## config.mk

```make
export PLATFORM = sky130hd
export DESIGN_NAME = srcl_loader
export DESIGN_NICKNAME = d
export VERILOG_FILES = /design/src/srcl_pkg.sv /design/src/srcl_stream_if.sv /design/src/srcl_fifo.sv /design/src/srcl_loader.sv
export SDC_FILE = /design/constraint.sdc
export NUM_CORES = 1
export LEC_CHECK = 0
export BUFFER_PORTS_ARGS = -buffer_cell sky130_fd_sc_hd__clkbuf_2
export CORE_MARGIN = 2
export CORE_UTILIZATION = 45
export DETAILED_ROUTE_END_ITERATION = 10
export GPL_ROUTABILITY_DRIVEN = 0
export MAX_ROUTING_LAYER = met4
export PLACE_DENSITY = 0.72
export RECOVER_POWER = 50
export SETUP_SLACK_MARGIN = 0.5
export SLEW_MARGIN = 10
export SYNTH_ARGS = -nofsm -noshare
export SYNTH_HDL_FRONTEND = slang
export SYNTH_SLANG_ARGS = --single-unit
export TNS_END_PERCENT = 20
```

## constraint.sdc

```tcl
create_clock -name clk -period 3.7 [get_ports clk]
set_input_delay 0.555 -clock clk [delete_from_list [all_inputs] [get_ports clk]]
set_output_delay 0.555 -clock clk [all_outputs]
set_load 0.02 [all_outputs]
```

## src/srcl_pkg.sv

```systemverilog
// constants, register map and state encoding of the serial ROM config loader
// assumes: byte entries arrive from a serial ROM reader as offset/data pairs
package srcl_pkg;
  // ----------------------------------------
  // entry layout
  // ----------------------------------------
  localparam int unsigned BYTE_W = 8;
  localparam int unsigned ENTRY_W = 16;
  localparam int unsigned FIFO_DEPTH = 4;
  // ----------------------------------------
  // serial ROM offsets
  // ----------------------------------------
  localparam logic [7:0] OFF_FORCE_EVT = 8'h1C;
  localparam logic [7:0] OFF_LEGACY_ID = 8'h1D;
  localparam logic [7:0] OFF_OHCI_IND = 8'h22;
  localparam logic [7:0] OFF_OHCI_CNT = 8'h23;
  localparam logic [7:0] OFF_LAT_GNT = 8'h24;
  localparam logic [7:0] OFF_LINK_BITS = 8'h29;
  localparam logic [7:0] OFF_MINI_ROM = 8'h2A;
  localparam logic [7:0] OFF_PHY_CTRL = 8'h3A;
  localparam logic [7:0] OFF_SC_IND = 8'h4F;
  localparam logic [7:0] OFF_SC_CNT = 8'h50;
  localparam logic [7:0] OFF_SC_CLASS0 = 8'h51;
  localparam logic [7:0] OFF_SC_CLASS2 = 8'h53;
  localparam logic [7:0] OFF_SC_SSVID0 = 8'h54;
  localparam logic [7:0] OFF_SC_SSVID1 = 8'h55;
  localparam logic [7:0] OFF_SC_SSID0 = 8'h56;
  localparam logic [7:0] OFF_SC_SSID1 = 8'h57;
  localparam logic [7:0] OFF_SC_GCTRL = 8'h58;
  localparam logic [7:0] OFF_SC_CFG1_0 = 8'h59;
  localparam logic [7:0] OFF_SC_CFG1_3 = 8'h5C;
  localparam logic [7:0] OFF_SC_CFG2_0 = 8'h5D;
  localparam logic [7:0] OFF_SC_CFG2_1 = 8'h5E;
  localparam logic [7:0] OFF_END = 8'h5F;
  // ----------------------------------------
  // marker values and field positions
  // ----------------------------------------
  localparam logic [7:0] IND_OHCI = 8'h02;
  localparam logic [7:0] IND_SC = 8'h05;
  localparam logic [7:0] CNT_SC = 8'h0E;
  localparam logic [7:0] END_MARK = 8'h80;
  localparam logic [7:0] MINI_NONE = 8'h00;
  localparam logic [7:0] PHY_CTRL_MASK = 8'h8A;
  localparam int unsigned FORCE_SRC_BIT = 3;
  localparam int unsigned LINK_UNFAIR_BIT = 7;
  localparam int unsigned LINK_PHYPROG_BIT = 6;
  localparam int unsigned LINK_ENH2_BIT = 2;
  localparam int unsigned LINK_ACCEL_BIT = 1;
  localparam int unsigned SC_GCTRL_W = 7;
  // ----------------------------------------
  // software register map
  // ----------------------------------------
  localparam logic [7:0] REG_CTRL = 8'h00;
  localparam logic [7:0] REG_STATUS = 8'h04;
  localparam logic [7:0] REG_SC_CLASS = 8'h08;
  localparam logic [7:0] REG_SC_IDS = 8'h0C;
  localparam logic [7:0] REG_SC_CFG1 = 8'h10;
  localparam logic [7:0] REG_SC_CFG2 = 8'h14;
  localparam logic [7:0] REG_OHCI = 8'h18;
  localparam logic [7:0] REG_LEGACY = 8'h1C;
  localparam int unsigned CTRL_LOAD_EN_BIT = 0;
  localparam int unsigned CTRL_RESTART_BIT = 1;
  localparam logic CTRL_LOAD_EN_RST = 1'b1;
  localparam logic [7:0] BYTE_RST = 8'h00;
  localparam logic [31:0] WORD_ZERO = 32'h0000_0000;
  // ----------------------------------------
  // loader states
  // ----------------------------------------
  typedef enum logic [1:0] {
    ST_IDLE = 2'b00,
    ST_LOAD = 2'b01,
    ST_DONE = 2'b10
  } srcl_state_e;
endpackage

```

## src/srcl_stream_if.sv

```systemverilog
// valid/ready byte-entry stream between the loader and its FIFO
// assumes: one clock, data held while valid and not ready
interface srcl_stream_if #(parameter int unsigned W = 16);
  logic valid;
  logic ready;
  logic [W-1:0] data;
  modport src (output valid, output data, input ready);
  modport snk (input valid, input data, output ready);
endinterface

```

## src/srcl_fifo.sv

```systemverilog
// small synchronous FIFO for ROM entries, registered flags
// assumes: single clock domain, clock enable freezes all state
module srcl_fifo #(
  parameter int unsigned WIDTH = 16,
  parameter int unsigned DEPTH = 4
) (
  input wire logic clk, // system clock
  input wire logic rst_b, // async reset, active low
  input wire logic ce, // clock enable
  srcl_stream_if.snk in_s, // fill side
  srcl_stream_if.src out_s // drain side
);
  localparam int unsigned AW = $clog2(DEPTH);

  generate
    if (DEPTH < 2 || (DEPTH & (DEPTH - 1)) != 0) begin : g_chk
      $error("srcl_fifo depth must be a power of two of at least 2");
    end
  endgenerate

  logic [WIDTH-1:0] mem_reg [DEPTH];
  logic [AW-1:0] wp_reg;
  logic [AW-1:0] rp_reg;
  logic [AW:0] cnt_reg;
  logic [AW:0] cnt_next;
  logic ready_reg;
  logic valid_reg;
  logic push;
  logic pop;

  assign push = ce && in_s.valid && ready_reg;
  assign pop = ce && out_s.ready && valid_reg;
  assign cnt_next = cnt_reg + {{AW{1'b0}}, push} - {{AW{1'b0}}, pop};
  assign in_s.ready = ready_reg;
  assign out_s.valid = valid_reg;
  assign out_s.data = mem_reg[rp_reg];

  always_ff @(posedge clk) begin
    if (push) begin
      mem_reg[wp_reg] <= in_s.data;
    end
  end

  always_ff @(posedge clk or negedge rst_b) begin
    if (!rst_b) begin
      wp_reg <= '0;
      rp_reg <= '0;
      cnt_reg <= '0;
      ready_reg <= 1'b0;
      valid_reg <= 1'b0;
    end else if (ce) begin
      if (push) begin
        wp_reg <= wp_reg + 1'b1;
      end
      if (pop) begin
        rp_reg <= rp_reg + 1'b1;
      end
      cnt_reg <= cnt_next;
      ready_reg <= cnt_next < (AW+1)'(DEPTH);
      valid_reg <= cnt_next != '0;
    end
  end
endmodule

```

## src/srcl_loader.sv

```systemverilog
// serial ROM configuration loader: decodes offset/byte entries into config bits
// assumes: an external reader delivers entries in ascending offset order
//
// Design decisions made here: the plain strobed port and the register addresses.

// Summary of operation
// - Bit 3 of byte 1Ch sets socket force-event bit 27; rest ignored.
// - Whole byte 1Dh goes to legacy socket identification/revision register.
// - Byte 24h: upper nibble max latency, lower nibble min grant.
// - Byte 2Ah is mini ROM pointer; 00h means none present.
// - Byte 3Ah loads only bits 7, 3 and 1 of PHY control.
// - Smart card section starts at 4Fh with indicator 05h.
// - Count 0Eh follows indicator; marker 80h at 5Fh stops loading.
// - Offsets 51h-53h load class code bytes 0 to 2.
// - 54h/55h subsystem vendor id, 56h/57h subsystem id, low first.
// - Byte 58h bits 6-0 load general control; bit 7 dropped.
// - Offsets 59h-5Ch load config register 1 bytes 0 to 3.
// - Offsets 5Dh/5Eh load config register 2 bytes 0 and 1.
module srcl_loader (
  input wire logic clk, // system clock, 50 MHz
  input wire logic rst_b, // async reset, active low
  input wire logic ce, // clock enable, freezes state when low
  input wire logic rom_valid, // entry from ROM reader valid
  input wire logic [7:0] rom_offset, // serial ROM offset of entry
  input wire logic [7:0] rom_data, // serial ROM byte
  output logic rom_ready, // loader can take an entry
  input wire logic [7:0] addr, // register byte address
  input wire logic [31:0] wr_data, // register write data
  input wire logic wr_en, // write strobe
  input wire logic rd_en, // read strobe
  output logic [31:0] rd_data, // read data, cycle after strobe
  output logic load_done, // end-of-list reached
  output logic force_evt_b27, // socket force event bit 27
  output logic [7:0] legacy_id_rev, // legacy socket id/revision
  output logic [3:0] max_lat, // 1394 maximum latency
  output logic [3:0] min_gnt, // 1394 minimum grant
  output logic unfair_en, // link unfair mode enable
  output logic phy_prog_permit, // host_controller_control bit 23
  output logic link_enh2, // link enhancement bit 2
  output logic accel_en, // link acceleration enable
  output logic [7:0] mini_rom_ptr, // mini ROM offset
  output logic mini_rom_present, // mini ROM pointer non-zero
  output logic [7:0] phy_ctrl, // PHY control config bits
  output logic [23:0] sc_class, // smart card class code
  output logic [15:0] sc_ssvid, // smart card subsystem vendor id
  output logic [15:0] sc_ssid, // smart card subsystem id
  output logic [srcl_pkg::SC_GCTRL_W-1:0] sc_gen_ctrl, // smart card general control
  output logic [31:0] sc_cfg1, // smart card configuration 1
  output logic [15:0] sc_cfg2 // smart card configuration 2
);
  import srcl_pkg::*;

  // ----------------------------------------
  // entry FIFO
  // ----------------------------------------
  srcl_stream_if #(.W(ENTRY_W)) in_if ();
  srcl_stream_if #(.W(ENTRY_W)) out_if ();

  assign in_if.valid = rom_valid;
  assign in_if.data = {rom_offset, rom_data};
  assign rom_ready = in_if.ready;

  srcl_fifo #(.WIDTH(ENTRY_W), .DEPTH(FIFO_DEPTH)) u_fifo (
    .clk(clk),
    .rst_b(rst_b),
    .ce(ce),
    .in_s(in_if.snk),
    .out_s(out_if.src)
  );

  srcl_state_e state_reg;
  logic load_en_reg;
  logic restart;
  logic pop;
  logic [7:0] off;
  logic [7:0] byt;

  assign restart = wr_en && addr == REG_CTRL && wr_data[CTRL_RESTART_BIT];
  assign out_if.ready = state_reg == ST_LOAD;
  assign pop = ce && out_if.valid && out_if.ready;
  assign off = out_if.data[15:8];
  assign byt = out_if.data[7:0];

  // ----------------------------------------
  // section tracking
  // ----------------------------------------
  logic ohci_ok_reg;
  logic [7:0] ohci_last_reg;
  logic sc_ind_reg;
  logic sc_ok_reg;
  logic [7:0] sc_last_reg;
  logic fmt_err_reg;
  logic in_ohci;
  logic in_sc;
  logic end_hit;

  assign in_ohci = ohci_ok_reg && off > OFF_OHCI_CNT && off <= ohci_last_reg;
  assign in_sc = sc_ok_reg && off > OFF_SC_CNT && off <= sc_last_reg;
  assign end_hit = pop && off == OFF_END && byt == END_MARK;

  always_ff @(posedge clk or negedge rst_b) begin
    if (!rst_b) begin
      ohci_ok_reg <= 1'b0;
      ohci_last_reg <= BYTE_RST;
      sc_ind_reg <= 1'b0;
      sc_ok_reg <= 1'b0;
      sc_last_reg <= BYTE_RST;
      fmt_err_reg <= 1'b0;
    end else if (ce) begin
      if (restart) begin
        ohci_ok_reg <= 1'b0;
        sc_ind_reg <= 1'b0;
        sc_ok_reg <= 1'b0;
        fmt_err_reg <= 1'b0;
      end
      // entry seen in the same cycle as restart wins
      if (pop) begin
        if (off == OFF_OHCI_IND) begin
          ohci_ok_reg <= 1'b0;
          sc_ind_reg <= 1'b0;
          if (byt != IND_OHCI) begin
            fmt_err_reg <= 1'b1;
          end
        end
        if (off == OFF_OHCI_CNT) begin
          ohci_ok_reg <= 1'b1;
          ohci_last_reg <= OFF_OHCI_CNT + byt;
        end
        if (off == OFF_SC_IND) begin
          sc_ind_reg <= byt == IND_SC;
          if (byt != IND_SC) begin
            fmt_err_reg <= 1'b1;
          end
        end
        if (off == OFF_SC_CNT) begin
          sc_ok_reg <= sc_ind_reg;
          sc_last_reg <= OFF_SC_CNT + byt;
          if (byt != CNT_SC) begin
            fmt_err_reg <= 1'b1;
          end
        end
        if (off == OFF_END && byt != END_MARK) begin
          fmt_err_reg <= 1'b1;
        end
      end
    end
  end

  // ----------------------------------------
  // control state
  // ----------------------------------------
  always_ff @(posedge clk or negedge rst_b) begin
    if (!rst_b) begin
      state_reg <= ST_IDLE;
      load_done <= 1'b0;
    end else if (ce) begin
      case (state_reg)
        ST_IDLE: begin
          if (load_en_reg) begin
            state_reg <= ST_LOAD;
          end
        end
        ST_LOAD: begin
          if (end_hit) begin
            state_reg <= ST_DONE;
            load_done <= 1'b1;
          end else if (!load_en_reg) begin
            state_reg <= ST_IDLE;
          end
        end
        ST_DONE: begin
          if (restart) begin
            state_reg <= ST_IDLE;
            load_done <= 1'b0;
          end
        end
        default: begin
          state_reg <= ST_IDLE;
        end
      endcase
    end
  end

  // ----------------------------------------
  // socket and legacy register loads
  // ----------------------------------------
  always_ff @(posedge clk or negedge rst_b) begin
    if (!rst_b) begin
      force_evt_b27 <= 1'b0;
      legacy_id_rev <= BYTE_RST;
    end else if (pop) begin
      if (off == OFF_FORCE_EVT) begin
        force_evt_b27 <= byt[FORCE_SRC_BIT];
      end
      if (off == OFF_LEGACY_ID) begin
        legacy_id_rev <= byt;
      end
    end
  end

  // ----------------------------------------
  // 1394 function loads
  // ----------------------------------------
  always_ff @(posedge clk or negedge rst_b) begin
    if (!rst_b) begin
      max_lat <= 4'h0;
      min_gnt <= 4'h0;
      unfair_en <= 1'b0;
      phy_prog_permit <= 1'b0;
      link_enh2 <= 1'b0;
      accel_en <= 1'b0;
      mini_rom_ptr <= MINI_NONE;
      mini_rom_present <= 1'b0;
      phy_ctrl <= BYTE_RST;
    end else if (pop && in_ohci) begin
      if (off == OFF_LAT_GNT) begin
        max_lat <= byt[7:4];
        min_gnt <= byt[3:0];
      end
      if (off == OFF_LINK_BITS) begin
        unfair_en <= byt[LINK_UNFAIR_BIT];
        phy_prog_permit <= byt[LINK_PHYPROG_BIT];
        link_enh2 <= byt[LINK_ENH2_BIT];
        accel_en <= byt[LINK_ACCEL_BIT];
      end
      if (off == OFF_MINI_ROM) begin
        mini_rom_ptr <= byt;
        mini_rom_present <= byt != MINI_NONE;
      end
      if (off == OFF_PHY_CTRL) begin
        phy_ctrl <= (phy_ctrl & ~PHY_CTRL_MASK) | (byt & PHY_CTRL_MASK);
      end
    end
  end

  // ----------------------------------------
  // smart card function loads
  // ----------------------------------------
  always_ff @(posedge clk or negedge rst_b) begin
    if (!rst_b) begin
      sc_class <= '0;
      sc_ssvid <= '0;
      sc_ssid <= '0;
      sc_gen_ctrl <= '0;
      sc_cfg1 <= '0;
      sc_cfg2 <= '0;
    end else if (pop && in_sc) begin
      if (off >= OFF_SC_CLASS0 && off <= OFF_SC_CLASS2) begin
        sc_class[8*(2'(off - OFF_SC_CLASS0)) +: 8] <= byt;
      end
      if (off == OFF_SC_SSVID0) begin
        sc_ssvid[7:0] <= byt;
      end
      if (off == OFF_SC_SSVID1) begin
        sc_ssvid[15:8] <= byt;
      end
      if (off == OFF_SC_SSID0) begin
        sc_ssid[7:0] <= byt;
      end
      if (off == OFF_SC_SSID1) begin
        sc_ssid[15:8] <= byt;
      end
      if (off == OFF_SC_GCTRL) begin
        sc_gen_ctrl <= byt[SC_GCTRL_W-1:0];
      end
      if (off >= OFF_SC_CFG1_0 && off <= OFF_SC_CFG1_3) begin
        sc_cfg1[8*(2'(off - OFF_SC_CFG1_0)) +: 8] <= byt;
      end
      if (off == OFF_SC_CFG2_0) begin
        sc_cfg2[7:0] <= byt;
      end
      if (off == OFF_SC_CFG2_1) begin
        sc_cfg2[15:8] <= byt;
      end
    end
  end

  // ----------------------------------------
  // register port
  // ----------------------------------------
  always_ff @(posedge clk or negedge rst_b) begin
    if (!rst_b) begin
      load_en_reg <= CTRL_LOAD_EN_RST;
    end else if (ce && wr_en && addr == REG_CTRL) begin
      load_en_reg <= wr_data[CTRL_LOAD_EN_BIT];
    end
  end

  logic [31:0] rd_next;

  always_comb begin
    rd_next = WORD_ZERO;
    if (addr == REG_CTRL) begin
      rd_next = {31'h0000_0000, load_en_reg};
    end else if (addr == REG_STATUS) begin
      rd_next = {26'h000_0000, state_reg, fmt_err_reg, sc_ok_reg, ohci_ok_reg, load_done};
    end else if (addr == REG_SC_CLASS) begin
      rd_next = {8'h00, sc_class};
    end else if (addr == REG_SC_IDS) begin
      rd_next = {sc_ssid, sc_ssvid};
    end else if (addr == REG_SC_CFG1) begin
      rd_next = sc_cfg1;
    end else if (addr == REG_SC_CFG2) begin
      rd_next = {9'h000, sc_gen_ctrl, sc_cfg2};
    end else if (addr == REG_OHCI) begin
      rd_next = {mini_rom_present, unfair_en, phy_prog_permit, link_enh2, accel_en, 3'h0,
                 mini_rom_ptr, phy_ctrl, max_lat, min_gnt};
    end else if (addr == REG_LEGACY) begin
      rd_next = {23'h00_0000, force_evt_b27, legacy_id_rev};
    end
  end

  always_ff @(posedge clk or negedge rst_b) begin
    if (!rst_b) begin
      rd_data <= WORD_ZERO;
    end else if (ce) begin
      rd_data <= rd_en ? rd_next : WORD_ZERO;
    end
  end

  // ----------------------------------------
  // checks
  // ----------------------------------------
  a_force_bit: assert property (@(posedge clk) disable iff (!rst_b)
    pop && off == OFF_FORCE_EVT |=> force_evt_b27 == $past(byt[FORCE_SRC_BIT]))
    else $error("force event bit not taken from bit 3");
  a_legacy_byte: assert property (@(posedge clk) disable iff (!rst_b)
    pop && off == OFF_LEGACY_ID |=> legacy_id_rev == $past(byt))
    else $error("legacy id byte not loaded");
  a_lat_gnt: assert property (@(posedge clk) disable iff (!rst_b)
    pop && in_ohci && off == OFF_LAT_GNT |=> {max_lat, min_gnt} == $past(byt))
    else $error("latency and grant nibbles wrong");
  a_link_bits: assert property (@(posedge clk) disable iff (!rst_b)
    pop && in_ohci && off == OFF_LINK_BITS
    |=> {unfair_en, phy_prog_permit, link_enh2, accel_en}
        == {$past(byt[7]), $past(byt[6]), $past(byt[2]), $past(byt[1])})
    else $error("link bits wrong");
  a_mini_rom: assert property (@(posedge clk) disable iff (!rst_b)
    mini_rom_present == (mini_rom_ptr != MINI_NONE))
    else $error("mini rom presence disagrees with pointer");
  a_phy_mask: assert property (@(posedge clk) disable iff (!rst_b)
    (phy_ctrl & ~PHY_CTRL_MASK) == 8'h00)
    else $error("phy control bit outside mask loaded");
  a_end_stop: assert property (@(posedge clk) disable iff (!rst_b)
    end_hit |=> load_done && !out_if.ready ##1 !pop)
    else $error("loading did not stop at end marker");
  a_sc_gate: assert property (@(posedge clk) disable iff (!rst_b)
    $changed(sc_class) |-> $past(sc_ok_reg))
    else $error("smart card entry loaded without indicator");
  a_ssvid_low: assert property (@(posedge clk) disable iff (!rst_b)
    pop && in_sc && off == OFF_SC_SSVID0 |=> sc_ssvid[7:0] == $past(byt))
    else $error("subsystem vendor id low byte wrong");
  a_gctrl: assert property (@(posedge clk) disable iff (!rst_b)
    pop && in_sc && off == OFF_SC_GCTRL |=> sc_gen_ctrl == $past(byt[6:0]))
    else $error("general control bits wrong");
  a_cfg1_top: assert property (@(posedge clk) disable iff (!rst_b)
    pop && in_sc && off == OFF_SC_CFG1_3 |=> sc_cfg1[31:24] == $past(byt))
    else $error("config 1 byte 3 wrong");
  a_cfg2_high: assert property (@(posedge clk) disable iff (!rst_b)
    pop && in_sc && off == OFF_SC_CFG2_1 |=> sc_cfg2[15:8] == $past(byt))
    else $error("config 2 byte 1 wrong");
  a_ohci_bound: assert property (@(posedge clk) disable iff (!rst_b)
    $changed(max_lat) |-> $past(ohci_ok_reg) && $past(off) > OFF_OHCI_CNT)
    else $error("1394 entry loaded outside its section");
endmodule

```

Word-level counts from Yosys, hierarchy flattened:

Memory sizes are Yosys's and may differ from the RTL's.
Index checks and enable logic that the tools add are counted.

* bits in registers: 214
* RAM bits: 64
* input port bits: 62
* output and inout port bits: 183
* logic and storage cells: 185
* memories: 1

* add/subtract/negate cells: 10
* magnitude comparators: 9
* equality and inequality tests: 37
* shift-type cells: 4
* muxes and demuxes: 41
* bitwise logic cells: 1
* reductions and logical operators: 47

Memory list
* u_fifo.mem_reg: depth 4, bits a word 16, read ports 1, clocked after Yosys merged registers in 0, write ports 1, RTL line srcl_fifo.sv:21 `logic [WIDTH-1:0] mem_reg [DEPTH];`

Operator list (count)
* 32-bit two-way mux: 8
* 8-bit by 7-bit equality test with 1-bit output (second input constant): 10
* 5-bit negator with 34-bit output: 2
* 8-bit by 5-bit equality test with 1-bit output (second input constant): 6
* 8-bit by 6-bit equality test with 1-bit output (second input constant): 6
* 2-bit AND reduction: 17
* 8-bit by 34-bit variable shift with 24-bit output (first input constant): 1
* 8-bit by 34-bit variable shift with 32-bit output (first input constant): 1
* 8-bit by 34-bit indexed part select with 24-bit output: 1
* 8-bit by 34-bit indexed part select with 32-bit output: 1
* 32-bit bitwise mux: 1
* 24-bit bitwise mux: 1
* 1-bit two-way mux: 24
* 1-bit logical AND: 21
* 8-bit by 3-bit equality test with 1-bit output (second input constant): 2
* 8-bit by 4-bit equality test with 1-bit output (second input constant): 2
* 8-bit by 7-bit >= comparator with 1-bit output (second input constant): 2
* 8-bit by 7-bit <= comparator with 1-bit output (second input constant): 2
* 8-bit <= comparator: 2
* 9-bit two-way mux: 1
* 6-bit by 8-bit adder with 8-bit output (first input constant): 1
* 7-bit by 8-bit adder with 8-bit output (first input constant): 1
* 8-bit equality test (second input constant): 1
* 8-bit by 6-bit > comparator with 1-bit output (second input constant): 1
* other kinds (26): 34

Depth between registers and ports, before layout:

* word-level depth: 12
* mapped depth: 14
* mapped depth without buffers: 12

Modules after synthesis:

From an unflattened synthesis, not the netlist that was laid out.

* cells, all modules: 1052
* area total of the unflattened synthesis: 13360.3 um2

Modules (own cells, without submodules)
* srcl_loader: instances 1, cells each 922, area each 10507.6 um2, seq. area each 5006.1 um2
* srcl_fifo: instances 1, cells each 130, area each 2852.7 um2, seq. area each 2147.1 um2

Worst setup path after synthesis:

No wires, ideal clock.

* kind: flip-flop to flip-flop
* start: register u_fifo.rp_reg[0]
* end: register sc_cfg1[24]
* library setup time: 128 ps
* data arrival time: 3550 ps
* data required time: 3572 ps
* slack: 23 ps
* stages on the path, launching flop included: 13
* clock period less this slack: 3677 ps
* cells stage by stage: dfrtp_1 > buf_6 > buf_2 > clkbuf_1 > mux4_2 > ha_1 > nor2b_1 > o211ai_1 > a211o_1 > nand2_1 > or4b_1 > clkbuf_1 > mux2_1

* longest elaborated chain between the ends: 6
* elaborated cells on any way between the ends: 15
* those cells by class: add/sub: 2; order compare: 4; shift: 2; mux: 1; reduce/logical: 5; memory: 1

RTL lines
* start, declared: RTL line srcl_fifo.sv:23 `logic [AW-1:0] rp_reg;`
* start signal, assigned: RTL line srcl_fifo.sv:56 `rp_reg <= rp_reg + 1'b1;`
* memory 4 x 16 bit *
* parallel branches: the longest is 5 deep, another holds 5-bit negator with 34-bit output
* end signal, assigned by index: RTL line srcl_loader.sv:267 `sc_cfg1[8*(2'(off - OFF_SC_CFG1_0)) +: 8] <= byt;`
* end, declared: RTL line srcl_loader.sv:48 `output logic [31:0] sc_cfg1,`

Mark *: on every way between the ends.
A chain may end at the register's enable or synchronous reset.

Worst setup path in the final report:

* start: register u_fifo.rp_reg[0]
* end: register sc_ssid[2]

* longest elaborated chain between the ends: 6
* elaborated cells on any way between the ends: 8
* those cells by class: order compare: 2; eq/ne: 1; reduce/logical: 4; memory: 1

RTL lines
* memory 4 x 16 bit *
* 8-bit by 7-bit > comparator with 1-bit output: RTL line srcl_loader.sv:98 `assign in_sc = sc_ok_reg && off > OFF_SC_CNT && off <= sc_last_reg;`
* 1-bit logical AND (2 in a row): RTL line srcl_loader.sv:98
* 1-bit logical AND: RTL line srcl_loader.sv:247 `end else if (pop && in_sc) begin`
* 2-bit AND reduction (no line)
* end signal, assigned: RTL line srcl_loader.sv:258 `sc_ssid[7:0] <= byt;`
* end, declared: RTL line srcl_loader.sv:46 `output logic [15:0] sc_ssid,`

Every way passes the cells marked *; elsewhere a longest branch is shown, timed or not.

==> metrics.md <==
| Metric | Value |
|---|---|
| Status | finished with violations |
| Violated checks | capacitance limit, slew limit |
| CTS tree | yes |
| Synth area leaders | dfrtp_1 40%, edfxtp_1 15%, mux2_2 7.5%, ha_1 3.9%, o21ai_0 2.6% |
| Initial Utilization | 0.4553 |
| Switch share | 0.3536 |
| Largest net degree at the start of global routing | between 80 and 90 |
| DR WL/cell | 23.08 microns |
| Sink Count | 273 |
| Crit Reg-Reg Startpoint | u_fifo.rp_reg[0] |
| Chip width | 174.0 microns |
| DRC Markers | 0 |
| Final hold viol count | 0 |
| CP peak stage delay | 0.64 ns |
| Unrepaired setup endpoints after global routing | yes |
| Logic gate share of total power | 0.337 |
| Synth top area share | 0.4004 |
| Routed vias | roughly 10000 |
| Remaining Overflow, GRT | 0 |
| First-pass GRT wire length | 59.49 mm |
| Slowest cell on crit path | mux4_2 |
| Number of placement rows | 62 |
| CORE AREA | 0.02855 sq mm |
| Pint | ~0.0064 W |
| Clock share of power | 0.321 |
| WHS Endpoint | u_fifo.mem_reg[1][13] |
| Area leader, netlist | dfrtp_1 |
| P_leak | 7.045 nW |
| Worst Skew | 0.01413 ns |
| Setup TNS | 0 ns |
| Vias per cell | about 5.9 |
| Maximum VDD drop | 0.4204 mV |
| Crit path kind | reg2reg |
| HPWL after DPL | 27.40 mm |
| Seq/Total Area, Yosys | 0.5503 |
| Crit path required time | 4.13 ns |
| Mapped Area | between 0.01 and 0.015 sq mm |
| Area grow syn2layout | 22.08% |
| Synth cell types | 71 |
| Part of the power in registers | 0.342 |
| FMAX | 308.6 MHz |
| Initial antenna violation count | 0 |
| Min-delay src | rom_offset[5] |
| Switch Pwr | approximately 0.0035 W |
| Antenna cell count | 0 |
| CP top delay family | multiplexers |
| Final period util | 0.8757 |
| Max reg flops | 64 |
| Max_cap viols | 1 |
| RR Endpoint | sc_ssid[2] |
| Hold WC Path Type | in2reg |
| Yosys reg bits | 273 |
| Syn. warnings | 0 |
| Htree depth | 1 |
| Minimum clock period | ~3.2 ns |
| Drt first pass iters | 6 |
| IO Pins | 245 |
| GRT Resource Usage Total | 0.2626 |
| Die Span Y | around 170 microns |
| CP max FO | 8 |
| CTS buffer count | 29 |
| CTS root buf | clkbuf_16 |
| Cells along the critical path | buf_6, mux4_2, ha_4, nor2b_2, o211ai_1, a211o_1, and3_2, nand3_1, buf_4, mux2_2 |
| Crit start category | flip-flop |
| Number of DRC markers in iteration 0 | roughly 960 |
| Slew @ Worst Pin | 3.209 ns |
| WP buf/inv | 2 |
| Post-synth EDFFs | between 60 and 70 |
| Layout cells sized above 1 | 0.2760 |
| Final setup vio count | 0 |
| Reg clk slew, reported paths | 0.06 ns |
| Min-Delay Path Depth | 1 |
| Register-to-Register Path Depth | 10 |
| Final instance area | roughly 0.016 sq mm |
| Main flop type after synthesis | dfrtp_1 |
| Final wirelength | around 40 mm |
| Area after DPL | 0.01468 sq mm |
| Slew margin rel. | -1.139 |
| Worst-Skew Late Latency | 0.54 ns |
| Clock Tree Buf Depth | 3 |
| Most instantiated cells after synthesis | 208 x dfrtp_1, 86 x mux2_2, 71 x nand2_1 |
| Mean post-synth cell area | 12.13 sq um |
| Worst R2R Setup Slack | 0.46 ns |
| CTS Hold Bufs | 0 |
| CP endpoint kind | flip-flop |
| Port bufs | 209 |
| Slew Limit Fails | 70 |
| Vias in the first global route | 9798 |
| Count leader, synth | dfrtp_1 |
| Fraction of registers with async set/reset | 0.7656 |
| Cells after synthesis | ~1100 |
| Antenna viol nets, final | 0 |
| Fin nets | between 1000 and 1500 |
| PwrDens | 621.7 mW/mm^2 |
| WP data arrival | 3.67 ns |
| Die Area | ~0.03 sq mm |
worst reg2reg max path, stage by stage (launching register included):
cell and delay (ns):
dfrtp_1 0.41, buf_6 0.17, mux4_2 0.65, ha_4 0.32, nor2b_2 0.12, o211ai_1 0.09, a211o_1 0.39, and3_2 0.30
nand3_1 0.10, buf_4 0.23, mux2_2 0.36
per-layer routing:
metal / part of all wire / routed length (microns) / track usage
met3: 0.089 / 3525 / 0.05752
met4: 0.030 / 1185 / 0.07773
met5: 0 / 0 / -
met2: 0.47 / 18690 / 0.4065
met1: 0.41 / 16330 / 0.3493
cell type report:
class / count / area, sq um
clock buffer: 31 / 753.2
tap: 384 / 480.5
sequential: 273 / 7153
multi-input combinational: 681 / 5543
fill: 2488 / 12680
clock inverter: 22 / 286.5
inverter: 56 / 214.0
timing repair buffer: 274 / 1439
metrics by stage:
step / utilization / total power, W / instances / setup WS, ns / hold slack [ns]
after floorplan: - / 0.005351 / 1076 / 0.4438 / 0.2594
after global placement: 0.5143 / 0.006378 / 1650 / 0.3486 / 0.4650
after detailed placement: 0.5143 / 0.006462 / 1650 / 0.2902 / 0.4717
after CTS: 0.5530 / 0.009683 / 1707 / 0.4039 / 0.01737
after global routing: 0.5559 / 0.01028 / 1721 / 0.2387 / 0.2766
final: 0.5559 / 0.009865 / 1721 / 0.4598 / 0.2708
worst max-delay path by stage:
stage,startpoint,to,cells after the start,slack (ns)
after floorplan,u_fifo.rp_reg[0],sc_gen_ctrl[0],12,0.44
after global placement,u_fifo.rp_reg[0],sc_cfg1[29],9,0.35
after detailed placement,u_fifo.rp_reg[0],sc_cfg2[14],9,0.29
after CTS,u_fifo.rp_reg[0],sc_cfg1[8],10,0.40
after global routing,rst_b,sc_cfg1[8],1,0.24
final,u_fifo.rp_reg[0],sc_ssid[2],10,0.46
what timing repair did:
item,4_1_cts,5_1_grt
pin swaps,0,6
endpoints found under the setup margin,99,131
cloned,0,1
buffers inserted,4,13
resized for setup,9,23
cells in the final DEF, fill, tap and decap left out, types with 11 or more instances in the layout:
cell type	n
inv_1	51
o2bb2ai_1	27
nand3_1	27
mux2_4	12
clkbuf_1	103
edfxtp_1	64
mux2_1	19
mux2_2	86
nor2_1	43
clkbuf_2	107
o21bai_1	11
a21oi_1	20
mux2i_1	32
mux4_2	14
a221oi_1	29
nor3_1	17
o21ai_0	67
dfrtp_1	208
nand4_1	18
ha_1	34
buf_4	58
clkbuf_16	29
nand2_1	71
cell families after synthesis:
logic type,share of synthesized area
DFF,0.5503
and+or+nand+nor,0.09318
AOI/OAI and AO/OA,0.1159
buffers and inverters,0.03860
muxes,0.1523
adders and majority gates,0.04004
other,0.0002885
xor gates and xnor gates,0.009432
power groups by stage:
| stage | sequential [W] | combinational (W) | clock (W) |
|---|---|---|---|
| 3_3_place_gp | 0.00341 | 0.00296 | 0 |
| 6_report | 0.00337 | 0.00333 | 0.00316 |
| 5_1_grt | 0.00339 | 0.00357 | 0.00332 |
| 2_1_floorplan | 0.00342 | 0.00193 | 0 |
| 3_5_place_dp | 0.00342 | 0.00304 | 0 |
| 4_1_cts | 0.00337 | 0.00312 | 0.00319 |
Power figures use the tool's default switching activity.
